==> src/pcg_pkg.sv <==
// constants for the peripheral clock generation block
// assumes one 200 MHz system clock; other sources arrive as tick enables
package pcg_pkg;
   localparam int ADDR_W   = 8;
   localparam int N_TIMERS = 4;

   // register byte offsets
   localparam logic [7:0] OFS_SRC_SEL  = 8'h00;
   localparam logic [7:0] OFS_SER_SEL  = 8'h04;
   localparam logic [7:0] OFS_FAST_DIV = 8'h08;
   localparam logic [7:0] OFS_SLOW_DIV = 8'h0C;
   localparam logic [7:0] OFS_APLL_A   = 8'h10;
   localparam logic [7:0] OFS_APLL_B   = 8'h14;
   localparam logic [7:0] OFS_ANA_GATE = 8'h18;
   localparam logic [7:0] OFS_PERI_EN  = 8'h1C;
   localparam logic [7:0] OFS_TMR0     = 8'h20;
   localparam logic [7:0] OFS_PERI2    = 8'h30;
   localparam logic [7:0] OFS_CLKOUT   = 8'h34;
   localparam logic [7:0] OFS_STATUS   = 8'h38;

   // writable bits of each register
   localparam logic [31:0] MASK_SRC  = 32'h00000003;
   localparam logic [31:0] MASK_SER  = 32'h00000001;
   localparam logic [31:0] MASK_FRAC = 32'h00FFFFFF;
   localparam logic [31:0] MASK_APLA = 32'h803FFFFF;
   localparam logic [31:0] MASK_APLB = 32'h00377F3F;
   localparam logic [31:0] MASK_GATE = 32'h00000001;
   localparam logic [31:0] MASK_PERI = 32'h0000000F;
   localparam logic [31:0] MASK_TMR  = 32'h000003F7;
   localparam logic [31:0] MASK_PER2 = 32'h00000F3F;
   localparam logic [31:0] MASK_COUT = 32'h00000017;

   // reset values
   localparam logic [31:0] RST_ZERO = 32'h00000000;
   localparam logic [31:0] RST_GATE = 32'h00000001;
   localparam logic [31:0] RST_PERI = 32'h0000000F;

   // field layout
   localparam int DEN_LSB   = 0;
   localparam int DEN_W     = 11;
   localparam int NUM_LSB   = 11;
   localparam int NUM_W     = 13;
   localparam int FEEDBACK_FRACTION_LSB = 0;
   localparam int FEEDBACK_FRACTION_W   = 22;
   localparam int PWRUP_BIT = 31;
   localparam int MDIV_LSB  = 0;
   localparam int MDIV_W    = 6;
   localparam int FBDIV_LSB = 8;
   localparam int FBDIV_W   = 7;
   localparam int MOD_LSB   = 16;
   localparam int MOD_W     = 3;
   localparam int PAT_LSB   = 20;
   localparam int PAT_W     = 2;
   localparam int RATIO_W   = 7;
   localparam int TSEL_LSB  = 0;
   localparam int TSEL_W    = 2;
   localparam int TSLOW_BIT = 2;
   localparam int TDIV_LSB  = 4;
   localparam int TDIV_W    = 6;
   localparam int T3LO_LSB  = 0;
   localparam int T3HI_LSB  = 3;
   localparam int T3PART_W  = 3;
   localparam int SMP_LSB   = 8;
   localparam int SMP_W     = 4;
   localparam int COUT_LSB  = 0;
   localparam int COUT_W    = 3;
   localparam int COUT_EN   = 4;
   localparam int ST_PWR    = 0;
   localparam int ST_LOCK   = 1;

   // source codes
   typedef enum logic [1:0] {
      PCG_SRC_FAST_RC = 2'h0,
      PCG_SRC_MAIN    = 2'h1,
      PCG_SRC_SYS     = 2'h2
   } pcg_src_t;
   typedef enum logic [1:0] {
      PCG_TSEL_SYS  = 2'h0,
      PCG_TSEL_FRC  = 2'h1,
      PCG_TSEL_MAIN = 2'h2,
      PCG_TSEL_SLOW = 2'h3
   } pcg_tsel_t;
   localparam logic [2:0] COUT_SLOW_XTAL = 3'h0;
   localparam logic [2:0] COUT_SLOW_RC   = 3'h1;
   localparam logic [2:0] COUT_FAST_RC   = 3'h2;
   localparam logic [2:0] COUT_AUDIO     = 3'h3;
   localparam logic [2:0] COUT_SYS_PLL   = 3'h4;

   localparam logic [1:0] RESP_OKAY   = 2'h0;
   localparam logic [1:0] RESP_SLVERR = 2'h2;
endpackage

==> src/pcg_top.sv <==
// peripheral clock generation with AXI4-Lite registers
// assumes all source clocks arrive as one-cycle ticks on CLOCK
//
// Implementation choices: the AXI4-Lite register port and the register addresses.
module pcg_top (
   // clock and reset
   input  wire logic        CLOCK,
   input  wire logic        RSTN,
   // AXI4-Lite slave
   input  wire logic [7:0]  S_AXI_AWADDR,
   input  wire logic        S_AXI_AWVALID,
   output logic             S_AXI_AWREADY,
   input  wire logic [31:0] S_AXI_WDATA,
   input  wire logic [3:0]  S_AXI_WSTRB,
   input  wire logic        S_AXI_WVALID,
   output logic             S_AXI_WREADY,
   output logic [1:0]       S_AXI_BRESP,
   output logic             S_AXI_BVALID,
   input  wire logic        S_AXI_BREADY,
   input  wire logic [7:0]  S_AXI_ARADDR,
   input  wire logic        S_AXI_ARVALID,
   output logic             S_AXI_ARREADY,
   output logic [31:0]      S_AXI_RDATA,
   output logic [1:0]       S_AXI_RRESP,
   output logic             S_AXI_RVALID,
   input  wire logic        S_AXI_RREADY,
   // source ticks
   input  wire logic        FAST_RC_TICK,
   input  wire logic        MAIN_CRYSTAL_TICK,
   input  wire logic        SLOW_CRYSTAL_TICK,
   input  wire logic        SLOW_RC_TICK,
   input  wire logic        SYSTEM_PLL_TICK,
   input  wire logic        AUDIO_PLL_VCO_TICK,
   input  wire logic        AUDIO_PLL_LOCK,
   // audio PLL controls
   output logic             AUDIO_PLL_POWER_UP,
   output logic [5:0]       AUDIO_PLL_MASTER_DIVIDER,
   output logic [6:0]       AUDIO_PLL_FEEDBACK_DIVIDER,
   output logic [21:0]      AUDIO_PLL_FEEDBACK_FRACTION,
   // serial ports and analog unit
   input  wire logic        SYNC_SERIAL_I2S_MODE,
   output logic             SERIAL_PORT_TICK,
   output logic             SYNC_SERIAL_TICK,
   output logic             ANALOG_UNIT_TICK,
   // timers
   input  wire logic [3:0]  TIMER_CLOCK_SOURCE,
   input  wire logic [3:0]  TIMER_INPUT_MODE,
   output logic [3:0]       TIMER_TICK,
   output logic [3:0]       TIMER_SAMPLE_TICK,
   // clock output pin
   output logic             CLOCK_OUT_PIN,
   output logic             CLOCK_OUT_PIN_EN
);
   localparam int NT = pcg_pkg::N_TIMERS;

   function automatic logic [31:0] merge(input logic [31:0] old, input logic [31:0] data,
                                         input logic [3:0] strb, input logic [31:0] mask);
      logic [31:0] res;
      res = old;
      for (int b = 0; b < 4; b++) begin
         if (strb[b]) begin
            res[8*b +: 8] = data[8*b +: 8];
         end
      end
      return res & mask;
   endfunction

   function automatic logic is_mapped(input logic [7:0] a);
      return (a <= pcg_pkg::OFS_STATUS) && (a[1:0] == 2'h0);
   endfunction

   function automatic logic [6:0] post_ratio(input logic [1:0] pat, input logic [2:0] md);
      case ({pat, md})
         5'h03:   return 7'h01;
         5'h05:   return 7'h02;
         5'h00:   return 7'h04;
         5'h01:   return 7'h08;
         5'h02:   return 7'h10;
         5'h09:   return 7'h06;
         5'h0A:   return 7'h0C;
         5'h0C:   return 7'h18;
         5'h0E:   return 7'h30;
         5'h11:   return 7'h09;
         5'h12:   return 7'h12;
         5'h14:   return 7'h24;
         5'h16:   return 7'h48;
         default: return 7'h00;
      endcase
   endfunction

   ////////////////////////////////////////////////////////////////////////////////
   // AXI4-Lite slave
   logic        awready_reg, wready_reg, aw_full_reg, w_full_reg, bvalid_reg;
   logic        arready_reg, rvalid_reg;
   logic [7:0]  aw_addr_reg;
   logic [31:0] w_data_reg, rdata_reg, rd_data;
   logic [3:0]  w_strb_reg;
   logic [1:0]  bresp_reg, rresp_reg;

   wire aw_take     = S_AXI_AWVALID && awready_reg;
   wire w_take      = S_AXI_WVALID && wready_reg;
   wire wr_fire     = aw_full_reg && w_full_reg && !bvalid_reg;
   wire aw_full_next = (aw_full_reg && !wr_fire) || aw_take;
   wire w_full_next  = (w_full_reg && !wr_fire) || w_take;
   wire bvalid_next = wr_fire || (bvalid_reg && !S_AXI_BREADY);
   wire ar_take     = S_AXI_ARVALID && arready_reg;
   wire rvalid_next = ar_take || (rvalid_reg && !S_AXI_RREADY);
   wire [7:0] wa    = aw_addr_reg;

   always_ff @(posedge CLOCK or negedge RSTN) begin
      if (!RSTN) begin
         awready_reg <= 1'b0;
         wready_reg  <= 1'b0;
         aw_full_reg <= 1'b0;
         w_full_reg  <= 1'b0;
         bvalid_reg  <= 1'b0;
         arready_reg <= 1'b0;
         rvalid_reg  <= 1'b0;
         aw_addr_reg <= 8'h00;
         w_data_reg  <= 32'h00000000;
         w_strb_reg  <= 4'h0;
         bresp_reg   <= pcg_pkg::RESP_OKAY;
         rresp_reg   <= pcg_pkg::RESP_OKAY;
         rdata_reg   <= 32'h00000000;
      end else begin
         aw_full_reg <= aw_full_next;
         w_full_reg  <= w_full_next;
         bvalid_reg  <= bvalid_next;
         rvalid_reg  <= rvalid_next;
         awready_reg <= !aw_full_next && !bvalid_next;
         wready_reg  <= !w_full_next && !bvalid_next;
         arready_reg <= !rvalid_next;
         if (aw_take) aw_addr_reg <= S_AXI_AWADDR;
         if (w_take) begin
            w_data_reg <= S_AXI_WDATA;
            w_strb_reg <= S_AXI_WSTRB;
         end
         if (wr_fire) bresp_reg <= is_mapped(wa) ? pcg_pkg::RESP_OKAY : pcg_pkg::RESP_SLVERR;
         if (ar_take) begin
            rdata_reg <= is_mapped(S_AXI_ARADDR) ? rd_data : 32'h00000000;
            rresp_reg <= is_mapped(S_AXI_ARADDR) ? pcg_pkg::RESP_OKAY : pcg_pkg::RESP_SLVERR;
         end
      end
   end

   ////////////////////////////////////////////////////////////////////////////////
   // control registers
   logic [31:0] src_reg, ser_reg, fast_reg, slow_reg, apla_reg, aplb_reg;
   logic [31:0] gate_reg, peri_reg, per2_reg, cout_reg;
   logic [31:0] tmr_reg [NT];

   wire wr_src  = wr_fire && (wa == pcg_pkg::OFS_SRC_SEL);
   wire wr_ser  = wr_fire && (wa == pcg_pkg::OFS_SER_SEL);
   wire wr_fast = wr_fire && (wa == pcg_pkg::OFS_FAST_DIV);
   wire wr_slow = wr_fire && (wa == pcg_pkg::OFS_SLOW_DIV);
   wire wr_apla = wr_fire && (wa == pcg_pkg::OFS_APLL_A);
   wire wr_aplb = wr_fire && (wa == pcg_pkg::OFS_APLL_B);
   wire wr_gate = wr_fire && (wa == pcg_pkg::OFS_ANA_GATE);
   wire wr_peri = wr_fire && (wa == pcg_pkg::OFS_PERI_EN);
   wire wr_per2 = wr_fire && (wa == pcg_pkg::OFS_PERI2);
   wire wr_cout = wr_fire && (wa == pcg_pkg::OFS_CLKOUT);

   always_ff @(posedge CLOCK or negedge RSTN) begin
      if (!RSTN) begin
         src_reg  <= pcg_pkg::RST_ZERO;
         ser_reg  <= pcg_pkg::RST_ZERO;
         fast_reg <= pcg_pkg::RST_ZERO;
         slow_reg <= pcg_pkg::RST_ZERO;
         apla_reg <= pcg_pkg::RST_ZERO;
         aplb_reg <= pcg_pkg::RST_ZERO;
         gate_reg <= pcg_pkg::RST_GATE;
         peri_reg <= pcg_pkg::RST_PERI;
         per2_reg <= pcg_pkg::RST_ZERO;
         cout_reg <= pcg_pkg::RST_ZERO;
      end else begin
         if (wr_src)  src_reg  <= merge(src_reg, w_data_reg, w_strb_reg, pcg_pkg::MASK_SRC);
         if (wr_ser)  ser_reg  <= merge(ser_reg, w_data_reg, w_strb_reg, pcg_pkg::MASK_SER);
         if (wr_fast) fast_reg <= merge(fast_reg, w_data_reg, w_strb_reg, pcg_pkg::MASK_FRAC);
         if (wr_slow) slow_reg <= merge(slow_reg, w_data_reg, w_strb_reg, pcg_pkg::MASK_FRAC);
         if (wr_apla) apla_reg <= merge(apla_reg, w_data_reg, w_strb_reg, pcg_pkg::MASK_APLA);
         if (wr_aplb) aplb_reg <= merge(aplb_reg, w_data_reg, w_strb_reg, pcg_pkg::MASK_APLB);
         if (wr_gate) gate_reg <= merge(gate_reg, w_data_reg, w_strb_reg, pcg_pkg::MASK_GATE);
         if (wr_peri) peri_reg <= merge(peri_reg, w_data_reg, w_strb_reg, pcg_pkg::MASK_PERI);
         if (wr_per2) per2_reg <= merge(per2_reg, w_data_reg, w_strb_reg, pcg_pkg::MASK_PER2);
         if (wr_cout) cout_reg <= merge(cout_reg, w_data_reg, w_strb_reg, pcg_pkg::MASK_COUT);
      end
   end

   for (genvar i = 0; i < NT; i++) begin : g_treg
      wire wr_t = wr_fire && (wa == pcg_pkg::OFS_TMR0 + 8'(4 * i));
      always_ff @(posedge CLOCK or negedge RSTN) begin
         if (!RSTN) begin
            tmr_reg[i] <= pcg_pkg::RST_ZERO;
         end else if (wr_t) begin
            tmr_reg[i] <= merge(tmr_reg[i], w_data_reg, w_strb_reg, pcg_pkg::MASK_TMR);
         end
      end
   end

   wire [31:0] status = {30'h0, AUDIO_PLL_LOCK, apla_reg[pcg_pkg::PWRUP_BIT]};
   wire [7:0]  ra     = S_AXI_ARADDR;

   always_comb begin
      case (ra)
         pcg_pkg::OFS_SRC_SEL:  rd_data = src_reg;
         pcg_pkg::OFS_SER_SEL:  rd_data = ser_reg;
         pcg_pkg::OFS_FAST_DIV: rd_data = fast_reg;
         pcg_pkg::OFS_SLOW_DIV: rd_data = slow_reg;
         pcg_pkg::OFS_APLL_A:   rd_data = apla_reg;
         pcg_pkg::OFS_APLL_B:   rd_data = aplb_reg;
         pcg_pkg::OFS_ANA_GATE: rd_data = gate_reg;
         pcg_pkg::OFS_PERI_EN:  rd_data = peri_reg;
         pcg_pkg::OFS_PERI2:    rd_data = per2_reg;
         pcg_pkg::OFS_CLKOUT:   rd_data = cout_reg;
         pcg_pkg::OFS_STATUS:   rd_data = status;
         default: begin
            if (ra >= pcg_pkg::OFS_TMR0 && ra < pcg_pkg::OFS_PERI2) rd_data = tmr_reg[ra[3:2]];
            else rd_data = 32'h00000000;
         end
      endcase
   end

   ////////////////////////////////////////////////////////////////////////////////
   // fractional dividers
   wire [1:0] src_sel = src_reg[1:0];
   wire frac_in = (src_sel == pcg_pkg::PCG_SRC_SYS) ? 1'b1 :
                  (src_sel == pcg_pkg::PCG_SRC_MAIN) ? MAIN_CRYSTAL_TICK :
                  (src_sel == pcg_pkg::PCG_SRC_FAST_RC) ? FAST_RC_TICK : 1'b0;
   logic fast_tick, slow_tick;

   pcg_frac_div #(.DEN_W(pcg_pkg::DEN_W), .NUM_W(pcg_pkg::NUM_W)) u_fast (
      .clk      (CLOCK),
      .rst_n    (RSTN),
      .tick_in  (frac_in),
      .den      (fast_reg[pcg_pkg::DEN_LSB +: pcg_pkg::DEN_W]),
      .num      (fast_reg[pcg_pkg::NUM_LSB +: pcg_pkg::NUM_W]),
      .tick_out (fast_tick)
   );
   pcg_frac_div #(.DEN_W(pcg_pkg::DEN_W), .NUM_W(pcg_pkg::NUM_W)) u_slow (
      .clk      (CLOCK),
      .rst_n    (RSTN),
      .tick_in  (frac_in),
      .den      (slow_reg[pcg_pkg::DEN_LSB +: pcg_pkg::DEN_W]),
      .num      (slow_reg[pcg_pkg::NUM_LSB +: pcg_pkg::NUM_W]),
      .tick_out (slow_tick)
   );

   ////////////////////////////////////////////////////////////////////////////////
   // audio PLL post-divider
   wire pll_on = apla_reg[pcg_pkg::PWRUP_BIT];
   wire [6:0] ratio = post_ratio(aplb_reg[pcg_pkg::PAT_LSB +: pcg_pkg::PAT_W],
                                 aplb_reg[pcg_pkg::MOD_LSB +: pcg_pkg::MOD_W]);
   logic audio_tick;

   pcg_frac_div #(.DEN_W(1), .NUM_W(pcg_pkg::RATIO_W)) u_post (
      .clk      (CLOCK),
      .rst_n    (RSTN),
      .tick_in  (AUDIO_PLL_VCO_TICK && pll_on),
      .den      (1'b1),
      .num      (ratio),
      .tick_out (audio_tick)
   );

   ////////////////////////////////////////////////////////////////////////////////
   // timers
   wire [pcg_pkg::SMP_W-1:0] smp_div = per2_reg[pcg_pkg::SMP_LSB +: pcg_pkg::SMP_W];
   logic smp_tick;
   logic [NT-1:0] tdiv_tick;

   pcg_frac_div #(.DEN_W(1), .NUM_W(pcg_pkg::SMP_W)) u_smp (
      .clk      (CLOCK),
      .rst_n    (RSTN),
      .tick_in  (1'b1),
      .den      (1'b1),
      .num      ((smp_div == '0) ? pcg_pkg::SMP_W'(1) : smp_div),
      .tick_out (smp_tick)
   );

   for (genvar i = 0; i < NT; i++) begin : g_tmr
      wire [1:0] sel  = tmr_reg[i][pcg_pkg::TSEL_LSB +: pcg_pkg::TSEL_W];
      wire slow_pick  = tmr_reg[i][pcg_pkg::TSLOW_BIT];
      wire [5:0] dv   = (i == NT - 1) ?
                        {per2_reg[pcg_pkg::T3HI_LSB +: pcg_pkg::T3PART_W],
                         per2_reg[pcg_pkg::T3LO_LSB +: pcg_pkg::T3PART_W]} :
                        tmr_reg[i][pcg_pkg::TDIV_LSB +: pcg_pkg::TDIV_W];
      wire divided    = (sel != pcg_pkg::PCG_TSEL_SLOW);
      wire [5:0] n    = (!divided || dv == 6'h00) ? 6'h01 : dv;
      wire t_in = (sel == pcg_pkg::PCG_TSEL_SYS) ? 1'b1 :
                  (sel == pcg_pkg::PCG_TSEL_FRC) ? FAST_RC_TICK :
                  (sel == pcg_pkg::PCG_TSEL_MAIN) ? MAIN_CRYSTAL_TICK :
                  (slow_pick ? SLOW_RC_TICK : SLOW_CRYSTAL_TICK);
      pcg_frac_div #(.DEN_W(1), .NUM_W(pcg_pkg::TDIV_W)) u_tdiv (
         .clk      (CLOCK),
         .rst_n    (RSTN),
         .tick_in  (t_in),
         .den      (1'b1),
         .num      (n),
         .tick_out (tdiv_tick[i])
      );
   end

   ////////////////////////////////////////////////////////////////////////////////
   // output stage
   wire [2:0] cout_sel = cout_reg[pcg_pkg::COUT_LSB +: pcg_pkg::COUT_W];
   wire cout_src = (cout_sel == pcg_pkg::COUT_SLOW_XTAL) ? SLOW_CRYSTAL_TICK :
                   (cout_sel == pcg_pkg::COUT_SLOW_RC)   ? SLOW_RC_TICK :
                   (cout_sel == pcg_pkg::COUT_FAST_RC)   ? FAST_RC_TICK :
                   (cout_sel == pcg_pkg::COUT_AUDIO)     ? audio_tick :
                   (cout_sel == pcg_pkg::COUT_SYS_PLL)   ? SYSTEM_PLL_TICK : 1'b0;
   wire [NT-1:0] t_run = ~peri_reg[NT-1:0] & ~TIMER_CLOCK_SOURCE;

   always_ff @(posedge CLOCK or negedge RSTN) begin
      if (!RSTN) begin
         SERIAL_PORT_TICK  <= 1'b0;
         SYNC_SERIAL_TICK  <= 1'b0;
         ANALOG_UNIT_TICK  <= 1'b0;
         TIMER_TICK        <= 4'h0;
         TIMER_SAMPLE_TICK <= 4'h0;
         CLOCK_OUT_PIN     <= 1'b0;
         CLOCK_OUT_PIN_EN  <= 1'b0;
      end else begin
         SERIAL_PORT_TICK  <= ser_reg[0] ? slow_tick : fast_tick;
         SYNC_SERIAL_TICK  <= SYNC_SERIAL_I2S_MODE ? audio_tick : 1'b1;
         ANALOG_UNIT_TICK  <= audio_tick && gate_reg[0];
         TIMER_TICK        <= tdiv_tick & t_run;
         TIMER_SAMPLE_TICK <= {NT{smp_tick}} & TIMER_INPUT_MODE;
         CLOCK_OUT_PIN     <= cout_src && cout_reg[pcg_pkg::COUT_EN];
         CLOCK_OUT_PIN_EN  <= cout_reg[pcg_pkg::COUT_EN];
      end
   end

   assign S_AXI_AWREADY = awready_reg;
   assign S_AXI_WREADY  = wready_reg;
   assign S_AXI_BVALID  = bvalid_reg;
   assign S_AXI_BRESP   = bresp_reg;
   assign S_AXI_ARREADY = arready_reg;
   assign S_AXI_RVALID  = rvalid_reg;
   assign S_AXI_RDATA   = rdata_reg;
   assign S_AXI_RRESP   = rresp_reg;
   assign AUDIO_PLL_POWER_UP          = apla_reg[pcg_pkg::PWRUP_BIT];
   assign AUDIO_PLL_MASTER_DIVIDER    = aplb_reg[pcg_pkg::MDIV_LSB +: pcg_pkg::MDIV_W];
   assign AUDIO_PLL_FEEDBACK_DIVIDER  = aplb_reg[pcg_pkg::FBDIV_LSB +: pcg_pkg::FBDIV_W];
   assign AUDIO_PLL_FEEDBACK_FRACTION = apla_reg[pcg_pkg::FEEDBACK_FRACTION_LSB +: pcg_pkg::FEEDBACK_FRACTION_W];
endmodule

==> src/pcg_frac_div.sv <==
// phase-accumulator divider on a tick enable
// assumes den <= num; den > num gives one pulse per input tick
module pcg_frac_div #(
   parameter int DEN_W = 11,
   parameter int NUM_W = 13
) (
   // clock and reset
   input  wire logic             clk,
   input  wire logic             rst_n,
   // source and settings
   input  wire logic             tick_in,
   input  wire logic [DEN_W-1:0] den,
   input  wire logic [NUM_W-1:0] num,
   // divided tick
   output logic                  tick_out
);
   logic [NUM_W-1:0] acc_reg;
   logic [DEN_W-1:0] den_reg;
   logic [NUM_W-1:0] num_reg;

   wire [NUM_W:0] sum    = {1'b0, acc_reg} + (NUM_W+1)'(den_reg);
   wire [NUM_W:0] rem    = sum - {1'b0, num_reg};
   wire           idle   = (num_reg == '0);
   wire           fire   = tick_in && !idle && (sum >= {1'b0, num_reg});
   wire           fits   = rem < {1'b0, num_reg};
   wire [NUM_W-1:0] rem_next = fits ? rem[NUM_W-1:0] : '0;

   // new settings only at an output edge or while idle, so no short pulse
   always_ff @(posedge clk or negedge rst_n) begin
      if (!rst_n) begin
         acc_reg  <= '0;
         den_reg  <= '0;
         num_reg  <= '0;
         tick_out <= 1'b0;
      end else begin
         tick_out <= fire;
         if (fire || idle) begin
            den_reg <= den;
            num_reg <= num;
            acc_reg <= idle ? '0 : rem_next;
         end else if (tick_in) begin
            acc_reg <= sum[NUM_W-1:0];
         end
      end
   end
endmodule

==> config.mk <==
export PLATFORM = sky130hd
export DESIGN_NAME = pcg_top
export DESIGN_NICKNAME = d
export VERILOG_FILES = /design/src/pcg_pkg.sv /design/src/pcg_top.sv /design/src/pcg_frac_div.sv
export SDC_FILE = /design/constraint.sdc
export NUM_CORES = 1
export LEC_CHECK = 0
export ABC_AREA = 1
export BUFFER_PORTS_ARGS = -buffer_cell sky130_fd_sc_hd__buf_2
export CORE_ASPECT_RATIO = 1.75
export CORE_MARGIN = 1
export CORE_UTILIZATION = 60
export CTS_CLUSTER_SIZE = 25
export DETAILED_ROUTE_END_ITERATION = 8
export PLACE_DENSITY = 0.8
export REMOVE_ABC_BUFFERS = 1
export SLEW_MARGIN = 20
export SYNTH_ARGS = -nofsm -noshare
export SYNTH_HDL_FRONTEND = slang
export SYNTH_SLANG_ARGS = --single-unit
==> constraint.sdc <==
create_clock -name CLOCK -period 9.85 [get_ports CLOCK]
set_clock_uncertainty 0.1 [all_clocks]
set_input_delay 0 -clock CLOCK [delete_from_list [all_inputs] [get_ports CLOCK]]
set_output_delay 0 -clock CLOCK [all_outputs]
set_load 0.02 [all_outputs]
==> metrics.md, run 1 <==
| Metric | Value |
|---|---|
| Run status | finished clean |
| Area grow syn2layout | 12.8% |
| Worst IR Drop VDD | slightly below 300 uV |
| Setup TNS Final | 0 ns |
| Largest net degree at the start of global routing | 160 |
| Placeable Area | between 30000 and 40000 um^2 |
| Setup crit end kind | flop |
| Slew Viols, Final | 0 |
| Worst-Margin Slew | 1.08 ns |
| Fill count | between 3000 and 4000 |
| Worst path bufs/invs | 1 |
| Sink Count | 389 |
| Critical path fanouts, max | 42 |
| Worst hold slack | approximately 0.032 ns |
| Chip width | roughly 150 um |
| Worst path required time | 10.23 ns |
| CTS Hold Bufs | 71 |
| CTS Buf Count | 39 |
| First-pass GRT wire length | 110000 um |
| Mapped Cells | 3029 |
| Worst-path clk slew | approximately 0.07 ns |
| Post-CTS setup buffers | 0 |
| Starting DRC count in detailed routing | about 1300 |
| Final worst-path cycle share | 52.3% |
| Post-CTS Resized | 0 |
| Critical Path Max Stage Delay | between 0.8 and 0.9 ns |
| Most frequent CP cell | nand2_1 |
| Seq/Total Area, Yosys | 41.4% |
| RSZ-0062 raised after global routing | no |
| Max-cap violations | 0 |
| WS Path Type | reg2reg |
| Number of flops mapped to enable cells by yosys | 0 |
| Top cell type's share of synthesized area | around 40% |
| Vias in the first global route | around 22000 |
| Die area | 40100 um^2 |
| Setup crit start kind | flop |
| Flop2flop setup slack | around 4.7 ns |
| Wirelength, routed | approximately 70000 um |
| Post-synth cell types | 56 |
| Highest Clock Rate | around 0.19 GHz |
| Final ANT Viol Nets | 0 |
| Initial core utilization | between 60 and 70% |
| Clk Latency, worst-skew pair | between 0.5 and 0.6 ns |
| Warnings, synthesis | 0 |
| H-tree depth | 2 |
| All-Layer GR Usage | about 36% |
| Clock root buffer | clkbuf_16 |
| Wire per inst | ~19 um |
| DRT Pass-1 Iters | 5 |
| Reg area | roughly 9700 um^2 |
| Layout cells sized above 1 | under 10% |
| # DRC | 0 |
| CTS tree | yes |
| Final min period | 5.16 ns |
| Mapped Area | 23600 um^2 |
| Clk buf depth | 3 |
| I/O pins | between 150 and 200 |
| Power Dens Cells | around 310 nW/um^2 |
| Syn Area/Cell | roughly 7.8 um^2 |
| Crit path DAT | between 5 and 6 ns |
| Row cnt | 95 |
| Routability congestion estimate | slightly below 1 |
| Final Hold Fails | 0 |
| Crit-path slowest cell | nand2_2 |
| Dpl hpwl | approximately 52000 um |
| Initial antenna violation count | 1 |
| Die H | between 200 and 300 um |
| Yosys reg bits | a little under 400 |
| Ys async rst share | 100% |
| Vias/cell | ~5.7 |
| Port Buffers | between 100 and 150 |
| Layout net count | 3452 |
| Crit path cell chain | ha_1 > nand2_1 > inv_1 > nand2_1 > nand2_1 > nor2_1 > nor2_1 > nand2_1 > nand2_1 > xor2_1 > ha_1 > nand2_1 > nor2_1 > nand3_1 > nand3_1 > nand2_1 > nand2_1 > nand2_1 > nand2_1 > nand2_1 > nand2_2 > nand2_1 > nand2_1 |
| GRT Residual Overflow | 0 |
| Vias | 21400 |
| Hold Path Class | in2reg |
| Area of the multi-input gates | 11900 um^2 |
| Synth area leaders | dfrtp_1, nand2_1, ha_1, inv_1, o21ai_0 |
| CP top delay family | simple AND/OR/NAND/NOR gates |
| Top FF cell, synth | dfrtp_1 |
| Leakage power | ~14 nW |
| # setup viols final | 0 |
| Slew headroom | 28.1% |
| Cell taking the most area after synthesis | dfrtp_1 |
## cell usage in the layout, fill, tap and decap left out, types with 11 or more instances in the layout
cell type	count
a31oi_1	22
a21oi_1	140
buf_2	147
nor3_1	22
inv_1	355
xnor2_1	32
o21ai_1	26
xor2_1	60
ha_1	160
nand2_1	810
nand3_1	166
nor2_1	245
o21ai_0	266
dfrtp_1	384
a221oi_1	11
nand3b_1	12
o21bai_1	11
clkbuf_16	41
nand4_1	48
or2_2	12
dlygate4sd3_1	71
## final timing paths
kind,start,to,depth (start not counted)
worst max-delay path,u_fast.den_reg[3]$_DFFE_PN0N_,u_fast.den_reg[10]$_DFFE_PN0N_,23
worst min-delay path,TIMER_CLOCK_SOURCE[0],TIMER_TICK[0]$_DFF_PN0_,3
worst max register to register,u_fast.den_reg[3]$_DFFE_PN0N_,u_fast.den_reg[10]$_DFFE_PN0N_,23
worst min register to register,u_post.den_reg$_DFFE_PN0N_,u_post.den_reg$_DFFE_PN0N_,1
max in group asynchronous,RSTN,g_tmr[2].dv[1]$_DFFE_PN0P_,5
min in group asynchronous,RSTN,u_slow.acc_reg[9]$_DFFE_PN0P_,3
## where the power goes
group	internal [mW]	switching [mW]
registers	1.88	0.238
logic	1.44	2.95
clock network	0.925	0.676
total	4.24	3.87
## cells by family (layout without fill, tap and decap cells)
logic type	after synthesis	count (layout)	share of synthesized area, %
flops	389	389	41.4
xor+xnor	92	92	3.42
other cells	1	10	0.0159
buf+inv	468	668	8.15
fa+ha+maj	170	170	9.35
simple gates	1372	1372	25.0
compound gates	527	527	12.3
mux	10	10	0.478
## metrics by stage
stage | util (%) | std cells | total power [mW] | setup WS, ns | cell area, um^2
floorplan | - | 2939 | 5.22 | 5.91 | 23100
global placement | 63.6 | 3580 | 6.24 | 4.85 | 24500
detailed placement | 63.6 | 3580 | 6.39 | 4.79 | 24500
CTS | 69.0 | 3722 | 8.04 | 4.77 | 26600
global route | 69.0 | 3723 | 8.74 | 4.32 | 26600
finish | 69.0 | 3723 | 8.10 | 4.69 | 26600
## synth_stat cells (8+ instances only)
| cell | count |
|---|---|
| nand2_1 | 811 |
| dfrtp_1 | 384 |
| inv_1 | 355 |
| o21ai_0 | 266 |
| nor2_1 | 246 |
| nand3_1 | 166 |
| ha_1 | 160 |
| a21oi_1 | 140 |
| xor2_1 | 60 |
| nand4_1 | 48 |
| clkbuf_1 | 35 |
| xnor2_1 | 32 |
| buf_2 | 30 |
| o21ai_1 | 26 |
| buf_4 | 23 |
| a31oi_1 | 22 |
| nor3_1 | 22 |
| nand3b_1 | 12 |
| or2_2 | 12 |
| a221oi_1 | 11 |
| o21bai_1 | 11 |
| a22o_1 | 10 |
| fa_1 | 10 |
| mux2_2 | 10 |
| a22oi_1 | 9 |
| nand2_2 | 9 |
| nor4_1 | 9 |
| inv_2 | 8 |
| o2111ai_1 | 8 |
## layout make-up
| class | count | share of cell area (%) |
|---|---|---|
| diodes | 1 | 0.00942 |
| multi-input cells | 2180 | 44.9 |
| clock inverters | 22 | 1.01 |
| flip-flops and latches | 389 | 36.7 |
| repair buffers | 227 | 5.78 |
| well taps | 485 | 2.28 |
| clock buffers | 49 | 4.09 |
| inverters | 370 | 5.24 |
## worst min-delay path: cells and delay by family
family                 cells  cell delay, ns
AND/OR/NAND/NOR            1            0.03
buffers and inverters      2            0.61
## metal layers
layer	part of all wire [%]	vias to the layer above	global-route usage (%)	wire, um
met3	4.3	284	3.96	3060
li1	-	10200	-	-
met5	0	-	0	0
met4	7.9	0	25.3	5530
met1	36	10100	37.4	25100
met2	52	744	64.6	36600
Power figures use the tool's default switching activity.
==> inputs of run 2 (changes only) <==
CORE_UTILIZATION = 56   (was 60)
PLACE_DENSITY = 0.79   (was 0.8)
clock period = 4.4 ns   (was 9.85 ns; I/O delays follow)
==> metrics.md, run 2 (synthesized netlist as in run 1, its figures left out) <==
| Metric | Value |
|---|---|
| Run status | finished clean |
| Leakage power | between 10 and 15 nW |
| Area grow syn2layout | 17.7% |
| Setup TNS Final | 0 ns |
| Die H | roughly 270 um |
| Worst path required time | about 4.8 ns |
| Reg area | 9740 um^2 |
| Crit path cell chain | ha_2 > inv_2 > fa_2 > buf_4 > xnor2_2 > ha_2 > or2_2 > nand3_1 > nand2_1 > a21oi_1 > xnor2_1 > ha_1 > a21oi_1 > o21ai_0 > nor2_1 > nand2_1 > nand2_1 > nand2_2 > nor2_4 > buf_2 > nand4_1 > nand2_1 > nand2_1 > nand2_1 |
| Crit-path slowest cell | fa_2 |
| Wire per inst | 19.5 um |
| Highest Clock Rate | around 0.23 GHz |
| Initial core utilization | 56.6% |
| # DRC | 0 |
| Most frequent CP cell | nand2_1 |
| Starting DRC count in detailed routing | between 1000 and 1500 |
| Worst-Margin Slew | 1.06 ns |
| WS Path Type | reg2reg |
| Clk Latency, worst-skew pair | 0.55 ns |
| Most frequent cells in the layout | nand2_1, dfrtp_1, inv_1 |
| Most common cell after layout, fill and taps aside | nand2_1 |
| Wirelength, routed | around 75000 um |
| Setup crit start kind | flop |
| Worst-path clk slew | about 0.070 ns |
| Dpl hpwl | about 56000 um |
| H-tree depth | 2 |
| Final worst-path cycle share | 97.8% |
| First-pass GRT wire length | roughly 120000 um |
| Fill count | ~3600 |
| Vias/cell | approximately 5.7 |
| Clk buf depth | 3 |
| Area of the multi-input gates | 12500 um^2 |
| Layout cells sized above 1 | between 10% and 20% |
| Port Buffers | roughly 150 |
| Setup crit end kind | flop |
| Chip width | approximately 160 um |
| Crit path DAT | ~4.7 ns |
| Die area | approximately 43000 um^2 |
| All-Layer GR Usage | 35.3% |
| Vias | 21900 |
| Clock root buffer | clkbuf_16 |
| Row cnt | slightly below 100 |
| CP top delay family | simple AND/OR/NAND/NOR gates |
| Hold Path Class | in2reg |
| Final ANT Viol Nets | 0 |
| Worst hold slack | ~0.024 ns |
| N_diodes | 0 |
| Critical Path Max Stage Delay | 0.38 ns |
| Vias in the first global route | 22200 |
| DRT Pass-1 Iters | 6 |
| Final Hold Fails | 0 |
| Placeable Area | approximately 42000 um^2 |
| I/O pins | 165 |
| Max-cap violations | 0 |
| Worst path bufs/invs | 3 |
| Largest net degree at the start of global routing | approximately 170 |
| Power Dens Cells | roughly 730 nW/um^2 |
| # setup viols final | 0 |
| Slew headroom | 29.2% |
| Worst IR Drop VDD | approximately 720 uV |
| Slew Viols, Final | 0 |
| Sink Count | around 390 |
| Final min period | between 4 and 5 ns |
| GRT Residual Overflow | 0 |
| CTS Buf Count | 38 |
| Routability congestion estimate | about 0.99 |
| Core Util, Final | 66.6% |
| Layout net count | roughly 3500 |
| Initial antenna violation count | 1 |
| Power Total | 20.3 mW |
| CTS tree | yes |
| Critical path fanouts, max | 6 |
## run 2: cell types whose count changed in the layout (fill, tap and decap cells not counted), moves of 11 or more
cell	change
a21oi_1	-14
a21oi_2	+12
buf_4	+61
ha_1	-24
ha_4	+17
nand2_1	-19
nand2_2	+17
nor2_1	-14
nor2_2	+11
## run 2: final cells by class
class	instances	area share, %
clock buffers	51	3.93
clock inverters	17	0.790
inverters	370	5.02
multi-input cells	2180	45.1
flip-flops and latches	389	35.1
well taps	555	2.50
repair buffers	291	7.49
## run 2: final timing paths
path / from / to / slack, ns / cells past startpoint
worst min-delay path: S_AXI_ARADDR[0] / S_AXI_RRESP[1]$_DFFE_PN0P_ / 0.02 / 4
worst max register to register: u_fast.acc_reg[0]$_DFFE_PN0P_ / u_fast.acc_reg[0]$_DFFE_PN0P_ / 0.1 / 24
max in group asynchronous: RSTN / g_tmr[0].u_tdiv.acc_reg[0]$_DFFE_PN0P_ / 2.71 / 4
worst min register to register: u_smp.den_reg$_DFFE_PN0N_ / u_smp.den_reg$_DFFE_PN0N_ / 0.38 / 1
min in group asynchronous: RSTN / u_smp.acc_reg[0]$_DFF_PN0_ / 0.52 / 4
worst max-delay path: u_fast.acc_reg[0]$_DFFE_PN0P_ / u_fast.acc_reg[0]$_DFFE_PN0P_ / 0.1 / 24
## run 2: worst reg2reg max path, stage by stage, from the launching register on
cell,delay (ns)
dfrtp_1,0.37
ha_2,0.20
inv_2,0.06
fa_2,0.38
buf_4,0.17
xnor2_2,0.23
ha_2,0.36
or2_2,0.28
nand3_1,0.12
nand2_1,0.12
a21oi_1,0.22
xnor2_1,0.17
ha_1,0.29
a21oi_1,0.14
o21ai_0,0.09
nor2_1,0.10
nand2_1,0.08
nand2_1,0.08
nand2_2,0.08
nor2_4,0.15
buf_2,0.20
nand4_1,0.10
nand2_1,0.07
nand2_1,0.04
nand2_1,0.07
## run 2: metal layers
| metal | track usage [%] | part of all wire, % | vias up |
|---|---|---|---|
| met2 | 65.8 | 52 | 844 |
| met3 | 4.42 | 4.9 | 337 |
| met5 | 0 | 0.015 | - |
| met4 | 27.9 | 9.3 | 2 |
| met1 | 34.5 | 34 | 10300 |
| li1 | - | - | 10400 |
## run 2: timing repair
| item | CTS | global route |
|---|---|---|
| hold endpoints to repair | 364 | 0 |
| gates resized for setup | 1 | 118 |
| hold buffers | 67 | 0 |
| pin swaps | 0 | 45 |
| cloned | 0 | 1 |
| setup endpoints to repair | 3 | 26 |
| buffers inserted | 0 | 17 |
## run 2: through the flow
step	area, um^2	worst slack, ns	std cells
after global routing	27700	-0.179	3853
after CTS	27000	0.0327	3835
after floorplan	23100	0.457	2939
after detailed placement	25000	-0.00576	3700
after global placement	25000	0.0947	3700
final	27700	0.0964	3853
## run 2: power by group
part	switching (mW)	total (mW)	internal [mW]
clock network	1.48	3.47	1.99
logic	7.43	12.1	4.70
registers	0.545	4.74	4.20
==> inputs of run 3 (changes only) <==
GPL_TIMING_DRIVEN = 0   (was unset)
==> metrics.md, run 3 (synthesized netlist as in run 1, its figures left out) <==
| Metric | Value |
|---|---|
| Run status | finished, violations left |
| Failing checks | hold timing |
| Setup TNS Final | 0 ns |
| Vias/cell | around 5.7 |
| Worst IR Drop VDD | roughly 500 uV |
| Dpl hpwl | ~53000 um |
| I/O pins | ~170 |
| Crit-path slowest cell | dfrtp_1 |
| Row cnt | between 90 and 100 |
| Crit path DAT | 4.66 ns |
| Most common cell after layout, fill and taps aside | nand2_1 |
| First-pass GRT wire length | approximately 110000 um |
| Slew Viols, Final | 0 |
| Clk Latency, worst-skew pair | around 0.55 ns |
| Hold Path Class | in2async |
| Most frequent cells in the layout | nand2_1, dfrtp_1, inv_1 |
| Final min period | about 4.3 ns |
| Routability congestion estimate | 0.963 |
| Final ANT Viol Nets | 0 |
| Setup crit end kind | flop |
| DRT Pass-1 Iters | 8 |
| Die area | 42900 um^2 |
| Leakage power | approximately 14 nW |
| Area grow syn2layout | 16.6% |
| R2r worst-path depth | 29 |
| GRT Residual Overflow | 0 |
| Initial antenna violation count | 1 |
| CTS Buf Count | 39 |
| Final Hold Fails | 6 |
| # setup viols final | 0 |
| WS Path Type | reg2reg |
| Most frequent CP cell | nand2_1 |
| CTS tree | yes |
| Worst hold slack | -0.00994 ns |
| Starting DRC count in detailed routing | 1723 |
| Clk buf depth | 3 |
| # DRC | 0 |
| Die H | ~270 um |
| RSZ-0062 raised after global routing | yes |
| Worst-Margin Slew | 1.16 ns |
| H-tree depth | 2 |
| Critical Path Max Stage Delay | 0.36 ns |
| Layout net count | ~3500 |
| Clock root buffer | clkbuf_16 |
| Power Dens Cells | 709 nW/um^2 |
| Slew headroom | 22.7% |
| Wirelength, routed | approximately 72000 um |
| Critical path fanouts, max | 4 |
| Highest Clock Rate | between 0.2 and 0.25 GHz |
| Fill count | ~3500 |
| Port Buffers | 148 |
| Largest net degree at the start of global routing | between 100 and 150 |
| Worst path required time | around 4.7 ns |
| Setup crit start kind | flop |
| Core Util, Final | about two thirds |
| Chip width | 157 um |
| Sink Count | about 390 |
| Worst-path clk slew | 0.07 ns |
| Wire per inst | around 19 um |
| Placeable Area | 41600 um^2 |
| Initial core utilization | approximately 57% |
| Layout cells sized above 1 | between 10% and 20% |
| All-Layer GR Usage | 33.6% |
| Max-cap violations | 0 |
| Final worst-path cycle share | between 90% and 100% |
| Vias in the first global route | about 22000 |
| Vias | between 20000 and 25000 |
==> run 3: changes by cell type in the layout (fill, tap and decap cells not counted), moves of 6 or more <==
cell | before | now
nor2_4 | 3 | 9
nand2_1 | 791 | 783
nor2_2 | 19 | 13
clkbuf_1 | 4 | 10
buf_4 | 68 | 16
==> run 3: worst max-delay path, delay by kind of cell, from the launching register on <==
| family | cells | cell delay [ns] |
|---|---|---|
| AND/OR/NAND/NOR | 17 | 1.41 |
| adder cells (fa/ha/maj) | 4 | 1.07 |
| XOR/XNOR | 2 | 0.49 |
| buffers and inverters | 4 | 0.44 |
| AO/OA/AOI/OAI | 2 | 0.37 |
| flip-flops | 1 | 0.36 |
==> run 3: final cells by class <==
cell class,instances,area (um^2),share of cell area [%]
Sequential cell,389,9740,35.5
Clock buffer,55,1100,3.99
Antenna cell,1,2.50,0.00911
Timing Repair Buffer,241,1750,6.37
Inverter,370,1390,5.07
Multi-Input combinational cell,2181,12700,46.1
Tap cell,555,694,2.53
Clock inverter,13,125,0.456
==> run 3: per-layer routing <==
layer | routed length, um | vias to the layer above | global-route usage (%)
met5 | 0 | - | 0
met4 | 5930 | 0 | 25.6
met3 | 3250 | 298 | 3.58
met2 | 37600 | 760 | 61.6
met1 | 25100 | 10300 | 34.8
li1 | - | 10300 | -
==> run 3: final timing paths <==
check | slack [ns] | start | to
setup reg to reg | 0.06 | u_slow.acc_reg[0]$_DFFE_PN0P_ | u_slow.acc_reg[7]$_DFFE_PN0P_
setup / recovery | 0.06 | u_slow.acc_reg[0]$_DFFE_PN0P_ | u_slow.acc_reg[7]$_DFFE_PN0P_
hold reg to reg | 0.37 | u_smp.den_reg$_DFFE_PN0N_ | u_smp.den_reg$_DFFE_PN0N_
min in group CLOCK | 0.02 | SLOW_CRYSTAL_TICK | g_tmr[3].u_tdiv.acc_reg[4]$_DFFE_PN0P_
max in group asynchronous | 3.45 | RSTN | peri_reg[3]$_DFFE_PN1P_
hold / removal | -0.01 | RSTN | u_smp.acc_reg[0]$_DFF_PN0_
==> run 3: per-stage QoR <==
| stage | worst slack (ns) | hold slack [ns] | area [um^2] | total power, mW | cells |
|---|---|---|---|---|---|
| 4_1_cts | 0.00664 | 0.00213 | 26700 | 18.3 | 3791 |
| 3_3_place_gp | -4.22 | 0.0519 | 24500 | 14.0 | 3642 |
| 2_1_floorplan | 0.457 | -0.396 | 23100 | 11.7 | 2939 |
| 3_5_place_dp | -0.768 | -0.166 | 24700 | 14.4 | 3648 |
| 6_report | 0.0598 | -0.00994 | 27500 | 19.5 | 3805 |
| 5_1_grt | -0.0925 | 0.0212 | 27500 | 20.9 | 3804 |
==> run 3: timing repair <==
item | CTS | global route
hold endpoints to repair | 366 | 0
endpoints found under the setup margin | 51 | 68
hold buffers | 69 | 0
pin swaps | 7 | 53
gates cloned | 1 | 1
setup buffers | 5 | 12
gates resized for setup | 24 | 118
==> run 3: report_power, final <==
group	switching [mW]	internal, mW
Combinational	7.38	4.06
Sequential	0.533	4.20
Clock	1.48	1.81
